`src/pkg/sts_pkg.sv`:
```
// Constants and state type of the segmented transmit stream port
package sts_pkg;
	localparam int DATA_W = 128;
	localparam int SEG_W = 64;
	localparam int SEG_N = 2;
	localparam int EMPTY_W = 3;
	localparam int ADDR_W = 8;
	localparam int REG_W = 32;
	localparam int COUNT_W = 16;
	localparam int EVENT_N = 3;

	// Register byte offsets
	localparam logic [7:0] CONTROL_ADDR = 8'h00;
	localparam logic [7:0] STATE_ADDR = 8'h04;
	localparam logic [7:0] EVENT_ADDR = 8'h08;
	localparam logic [7:0] MASK_ADDR = 8'h0C;
	localparam logic [7:0] PACKETS_ADDR = 8'h10;

	// Field positions
	localparam int CONTROL_ENABLE_BIT = 0;
	localparam int STATE_IN_PACKET_BIT = 0;
	localparam int STATE_READY_BIT = 1;
	localparam int EVENT_UNDERFLOW_BIT = 0;
	localparam int EVENT_BAD_BIT = 1;
	localparam int EVENT_DONE_BIT = 2;

	// Reset values
	localparam logic CONTROL_ENABLE_RESET = 1'b1;
	localparam logic [2:0] MASK_RESET = 3'h0;

	// Error control code placed in every byte lane of the replaced word
	localparam logic [63:0] ERROR_WORD = 64'hFEFE_FEFE_FEFE_FEFE;

	typedef struct packed {
		logic in_packet;
		logic enable;
		logic [2:0] event_bits;
		logic [2:0] mask;
		logic [15:0] packets;
		logic [31:0] rdata;
		logic [127:0] data;
		logic [1:0] valid;
		logic [1:0] start;
		logic [1:0] finish;
		logic [1:0] no_fcs;
		logic [5:0] empty;
		logic underflow;
	} sts_state_s;
endpackage : sts_pkg

```
`src/sts_tx_port.sv`:
```
// Transmit client port: segmented stream intake, error word substitution, underflow and registers
////////////////////////////////////////////////////////////////////////////////
// Contract
// - A transfer completes only when valid is one; otherwise bus contents ignored.
// - Transmit data bus is 128 bits wide carrying packet data.
// - Bus splits into segments 0 and 1, each 64 bits or 8 bytes.
// - Packets may start and end in either segment, back to back.
// - Segment data moves only when its enable and valid are both high.
// - Three-bit empty count gives trailing unused bytes; zero means all valid.
// - Empty count is sampled only when valid and end are both one.
// - Bad flag sampled only with enable and end; client holds it zero otherwise.
// - Bad flag at end replaces that last data word with the error control code.
// - A bad packet disables FCS checking and reporting for that packet only.
// - Underflow indicator rises when an in-progress frame is not fed data.
// - All interface signals are synchronous to the rising edge of the clock; reset_n here clears the port asynchronously.
module sts_tx_port (
	input wire logic clock,
	input wire logic reset_n,
	input wire logic [7:0] reg_address,
	input wire logic [31:0] reg_write_data,
	input wire logic reg_write,
	input wire logic reg_read,
	output logic [31:0] reg_read_data,
	output logic irq,
	output logic tready,
	input wire logic tvalid,
	input wire logic [127:0] tdata,
	input wire logic segment0_enable,
	input wire logic segment1_enable,
	input wire logic segment0_packet_start,
	input wire logic segment1_packet_start,
	input wire logic segment0_packet_end,
	input wire logic segment1_packet_end,
	input wire logic segment0_packet_bad,
	input wire logic segment1_packet_bad,
	input wire logic [2:0] segment0_empty_count,
	input wire logic [2:0] segment1_empty_count,
	input wire logic link_ready,
	output logic [127:0] link_data,
	output logic [1:0] link_valid,
	output logic [1:0] link_start,
	output logic [1:0] link_end,
	output logic [1:0] link_no_fcs,
	output logic [2:0] link_empty0,
	output logic [2:0] link_empty1,
	output logic underflow
);
	////////////////////////////////////////////////////////////////////////////////
	sts_pkg::sts_state_s state;
	sts_pkg::sts_state_s next_state;
	logic [1:0] seg_enable;
	logic [1:0] seg_start;
	logic [1:0] seg_end;
	logic [1:0] seg_bad;
	logic [5:0] seg_empty;
	logic take;

	function automatic logic reg_hit(input logic strobe, input logic [7:0] addr, input logic [7:0] target);
		reg_hit = strobe && (addr == target);
	endfunction : reg_hit

	assign seg_enable = {segment1_enable, segment0_enable};
	assign seg_start = {segment1_packet_start, segment0_packet_start};
	assign seg_end = {segment1_packet_end, segment0_packet_end};
	assign seg_bad = {segment1_packet_bad, segment0_packet_bad};
	assign seg_empty = {segment1_empty_count, segment0_empty_count};

	// Ready is combinational so a downstream stall stops intake in the same cycle
	assign tready = state.enable && link_ready;
	assign take = tvalid && tready;

	////////////////////////////////////////////////////////////////////////////////
	always_comb
	begin
		logic in_pkt;
		logic [2:0] set_bits;
		logic [2:0] clear_bits;
		logic [15:0] done_count;
		in_pkt = state.in_packet;
		set_bits = 3'h0;
		clear_bits = 3'h0;
		done_count = state.packets;
		next_state = state;
		next_state.valid = 2'h0;
		next_state.start = 2'h0;
		next_state.finish = 2'h0;
		next_state.no_fcs = 2'h0;
		next_state.empty = 6'h0;
		next_state.underflow = 1'b0;
		next_state.rdata = 32'h0000_0000;
		// A running frame with a ready cycle and no enabled segment starves the line
		if (state.in_packet && tready && !(tvalid && (seg_enable != 2'h0)))
		begin
			next_state.underflow = 1'b1;
			set_bits[sts_pkg::EVENT_UNDERFLOW_BIT] = 1'b1;
		end
		// Segment 0 first, so a packet ending in 0 may restart in 1
		for (int s = 0; s < sts_pkg::SEG_N; s++)
		begin
			if (take && seg_enable[s])
			begin
				next_state.valid[s] = 1'b1;
				next_state.data[s*sts_pkg::SEG_W +: sts_pkg::SEG_W] = tdata[s*sts_pkg::SEG_W +: sts_pkg::SEG_W];
				if (seg_start[s])
				begin
					in_pkt = 1'b1;
					next_state.start[s] = 1'b1;
				end
				if (seg_end[s])
				begin
					in_pkt = 1'b0;
					next_state.finish[s] = 1'b1;
					next_state.empty[s*sts_pkg::EMPTY_W +: sts_pkg::EMPTY_W] =
						seg_empty[s*sts_pkg::EMPTY_W +: sts_pkg::EMPTY_W];
					set_bits[sts_pkg::EVENT_DONE_BIT] = 1'b1;
					done_count = done_count + 16'h0001;
					if (seg_bad[s])
					begin
						next_state.data[s*sts_pkg::SEG_W +: sts_pkg::SEG_W] = sts_pkg::ERROR_WORD;
						next_state.no_fcs[s] = 1'b1;
						set_bits[sts_pkg::EVENT_BAD_BIT] = 1'b1;
					end
				end
			end
		end
		next_state.in_packet = in_pkt;
		next_state.packets = done_count;
		if (reg_hit(reg_write, reg_address, sts_pkg::CONTROL_ADDR))
			next_state.enable = reg_write_data[sts_pkg::CONTROL_ENABLE_BIT];
		if (reg_hit(reg_write, reg_address, sts_pkg::MASK_ADDR))
			next_state.mask = reg_write_data[2:0];
		if (reg_hit(reg_write, reg_address, sts_pkg::EVENT_ADDR))
			clear_bits = reg_write_data[2:0];
		// A new event in the clearing cycle survives the clear
		next_state.event_bits = (state.event_bits & ~clear_bits) | set_bits;
		if (reg_read)
		begin
			case (reg_address)
				sts_pkg::CONTROL_ADDR:
					next_state.rdata[sts_pkg::CONTROL_ENABLE_BIT] = state.enable;
				sts_pkg::STATE_ADDR:
				begin
					next_state.rdata[sts_pkg::STATE_IN_PACKET_BIT] = state.in_packet;
					next_state.rdata[sts_pkg::STATE_READY_BIT] = tready;
				end
				sts_pkg::EVENT_ADDR:
					next_state.rdata[2:0] = state.event_bits;
				sts_pkg::MASK_ADDR:
					next_state.rdata[2:0] = state.mask;
				sts_pkg::PACKETS_ADDR:
					next_state.rdata[15:0] = state.packets;
				default:
					next_state.rdata = 32'h0000_0000;
			endcase
		end
	end

	always_ff @(posedge clock or negedge reset_n)
	begin
		if (!reset_n)
		begin
			state <= '0;
			state.enable <= sts_pkg::CONTROL_ENABLE_RESET;
			state.mask <= sts_pkg::MASK_RESET;
		end
		else
			state <= next_state;
	end

	////////////////////////////////////////////////////////////////////////////////
	assign reg_read_data = state.rdata;
	assign irq = |(state.event_bits & state.mask);
	assign link_data = state.data;
	assign link_valid = state.valid;
	assign link_start = state.start;
	assign link_end = state.finish;
	assign link_no_fcs = state.no_fcs;
	assign link_empty0 = state.empty[2:0];
	assign link_empty1 = state.empty[5:3];
	assign underflow = state.underflow;
endmodule : sts_tx_port

```
`config.mk`:
```
export PLATFORM = sky130hd
export DESIGN_NAME = sts_tx_port
export DESIGN_NICKNAME = d
export VERILOG_FILES = /design/src/pkg/sts_pkg.sv /design/src/sts_tx_port.sv
export SDC_FILE = /design/constraint.sdc
export NUM_CORES = 1
export LEC_CHECK = 0
export BUFFER_PORTS_ARGS = -buffer_cell sky130_fd_sc_hd__buf_4
export CORE_AREA = 4 4 140 142
export DETAILED_ROUTE_END_ITERATION = 6
export DIE_AREA = 0 0 144 146
export PLACE_DENSITY = 0.81
export SLEW_MARGIN = 20
export SYNTH_ARGS = -nofsm -noshare
export SYNTH_HDL_FRONTEND = slang
export SYNTH_SLANG_ARGS = --single-unit
```
`constraint.sdc`:
```
create_clock -name clock -period 6.9 [get_ports clock]
set_clock_uncertainty 0.1 [all_clocks]
set_input_delay 0 -clock clock [delete_from_list [all_inputs] [get_ports clock]]
set_output_delay 0 -clock clock [all_outputs]
set_load 0.02 [all_outputs]
```
==> run_results.csv <==
group,metric,value,unit
cts,h-tree-depth,4,
floorplan,die_h,146,um
global_route,grt_max_degree,106,
routing,firstDrtPassIters,5,
placed_design,place.gp.congestion,0.843,
critical_path,rr_startpoint,"state[197]",
timing,rsz0062_at_grt,"false",
timing,clock.fmax,238,MHz
floorplan,io_pins,365,
run,cap_violations,0,
critical_path,critPathKind,"flip-flop to flip-flop",
worst_hold_path,whs_path_depth,4,
timing,fin_crit,4.21,ns
timing,final-hold-violation-count,0,
cts,root_buffer,"clkbuf_16",
routing,wire_per_inst,18.5,um
cts,numCtsBuffers,17,
cts,cts_sinks,183,
global_route,antenna_found_initial,2,
placed_design,post-dp-hpwl,17300,um
synthesis,syn-instance-count,1003,
synthesis,synth_cell_types,58,
placed_design,numPortBuffers,319,
synthesis,syn_area_per_cell,9.00,um2
layout,layout-drive-gt1-share,28.3,%
critical_path,worst_setup_path_start_kind,"flip-flop",
layout,multiInputGateArea,2970,um2
layout,mostFrequentLayoutCell,"buf_4",
critical_path,cp.required,7.17,ns
timing,setup_viol,0,
routing,drtIter0Drc,568,
power,ir_drop,0.170,mV
cts,hold_buffers,163,
routing,ant_nets,0,
critical_path,r2r-end,"state[189]",
synthesis,synth-async-reset-ratio,100,%
synthesis,yosysWarnings,0,
critical_path,ff2ff_path_depth,13,
cts,clk_latency,0.43,ns
layout,layout_common_cells,"buf_4, nand2_1, dfrtp_1",
layout,area_delta_synth_final,38.9,%
timing,max_slew_margin,31.2,%
routing,num_vias,8080,
timing,fin_setup_tns,0,ns
global_route,grt_pass1_vias,8408,
worst_hold_path,hold_path_class,"input pin to flip-flop",
timing,tightestPinTransition,1.03,ns
global_route,grt_pass1_wl,44300,um
floorplan,fp.dieW,144,um
floorplan,die-area,21000,um2
run_status,outcome,"completed",
power,leakagePower,0.00683,uW
floorplan,core,18500,um2
layout,fillers,1289,
cts,cts_tree,"built",
critical_path,reg2reg_slack,2.69,ns
cts,clockBufferDepth,2,
global_route,grt_use_total,26.7,%
floorplan,num_rows,50,
synthesis,synth_flop_cell,"dfrtp_1",
layout,regArea,4580,um2
timing,slew_viol_final,0,
global_route,gr-total-overflow,0,
critical_path,end_kind,"flip-flop",
synthesis,synth_edf_count,0,
timing,fin_crit_sh,60.9,%
worst_hold_path,min_to,"link_data[80]",
placed_design,dp.cells,1354,
cts,cts_resized,0,
critical_path,cp_max_fo,74,
power,cellPowerDensity,219,nW/um2
synthesis,synth-seq-cells,183,
layout,fin_cells,1550,
critical_path,cp.arrival,4.47,ns
routing,wirelength,28700,um
worst_hold_path,holdCritStartpoint,"segment1_packet_bad",
cts,clk_transition_reported_paths,0.08,ns
cts,postCtsSetupRepairBufs,0,
layout,fin_nets,1492,
floorplan,start_util,48.9,%
synthesis,synth_area,9030,um2
routing,vias_per_cell,5.21,
synthesis,yosysSeqAreaShare,50.7,%
routing,drc,0,
-- worst max-delay path, stage by stage, from the launching register on --
cell	delay [ns]
dfstp_2	0.61
nand4_4	0.11
buf_4	0.33
inv_2	0.11
buf_4	0.53
nand2_2	0.25
inv_1	0.26
nand2_1	0.09
nand2_1	0.10
ha_1	0.18
a21bo_1	0.21
or4_1	0.65
or4_1	0.51
nand3_1	0.09
-- metrics by stage --
stage          area [um2]  total power, uW  setup WS, ns  hold slack, ns  util (%)
6_report            12500             2740          2.69          0.0462      68.0
3_5_place_dp        10300             1710          2.72          0.0669      56.0
5_1_grt             12500             2850          2.42          0.0970      68.0
3_3_place_gp        10300             1690          2.78          0.0616      56.0
4_1_cts             12500             2740          2.65          0.0321      68.0
2_1_floorplan        9090             1560          3.97          -0.396         -
-- how the worst max path moves through the flow --
stage	startpoint	endpoint	slack, ns	cells after the start
after floorplan	state[197]	state[189]	3.97	13
after detailed placement	state[197]	state[189]	2.72	13
after global placement	state[197]	state[189]	2.78	13
final	state[197]	state[189]	2.69	13
after CTS	state[197]	state[189]	2.65	13
after global routing	state[197]	state[187]	2.42	13
-- routing by layer --
| layer | track usage (%) | wire length [um] |
|---|---|---|
| met4 | 12.7 | 1200 |
| met2 | 45.9 | 14600 |
| met3 | 7.07 | 2300 |
| met5 | 0 | 13 |
| met1 | 30.8 | 10600 |
-- report_power, final --
group / total, uW / internal, uW / leakage, uW / switching [uW]
sequential: 1220 / 1160 / 0.00250 / 57.7
clock: 968 / 499 / 0.000281 / 469
combinational: 555 / 257 / 0.00404 / 298
-- area by class of cell --
cell class / instances / share of cell area (%)
inverters: 11 / 0.329
clock buffers: 19 / 3.61
clock inverters: 13 / 1.03
repair buffers: 488 / 32.5
diodes: 1 / 0.0199
flip-flops and latches: 183 / 36.5
multi-input cells: 601 / 23.7
well taps: 234 / 2.33
-- synth_stat cells (9+ instances only) --
cell | instances | area (um2)
a21oi_1 | 9 | 45.0
and2_1 | 16 | 100
clkbuf_1 | 40 | 150
nor2_1 | 22 | 82.6
xnor2_1 | 14 | 123
dfrtp_1 | 182 | 4550
nand2_1 | 283 | 1060
o21ai_0 | 123 | 616
inv_1 | 9 | 33.8
nand3_1 | 22 | 110
nor3_1 | 12 | 60.1
buf_4 | 175 | 1310
and3_1 | 10 | 62.6
-- kinds of logic (layout without fill, tap and decap cells) --
kind of cell / Yosys count / after routing / share of synthesized area [%]
other cells: 1 / 17 / 0.0415
fa+ha+maj: 2 / 2 / 0.277
simple gates: 397 / 397 / 19.0
mux: 10 / 10 / 1.36
flops: 183 / 183 / 50.7
xor+xnor: 18 / 18 / 1.75
compound gates: 158 / 158 / 9.67
buf+inv: 234 / 531 / 17.1
-- flip-flops by register name (all words and copies together) (netlist names) --
register and cells:
state 24, link_data 128, link_empty0 3, link_empty1 3, link_start 2, underflow 1
reg_read_data 16, link_valid 2, link_end 2, link_no_fcs 2
(Power assumes the default switching activity.)
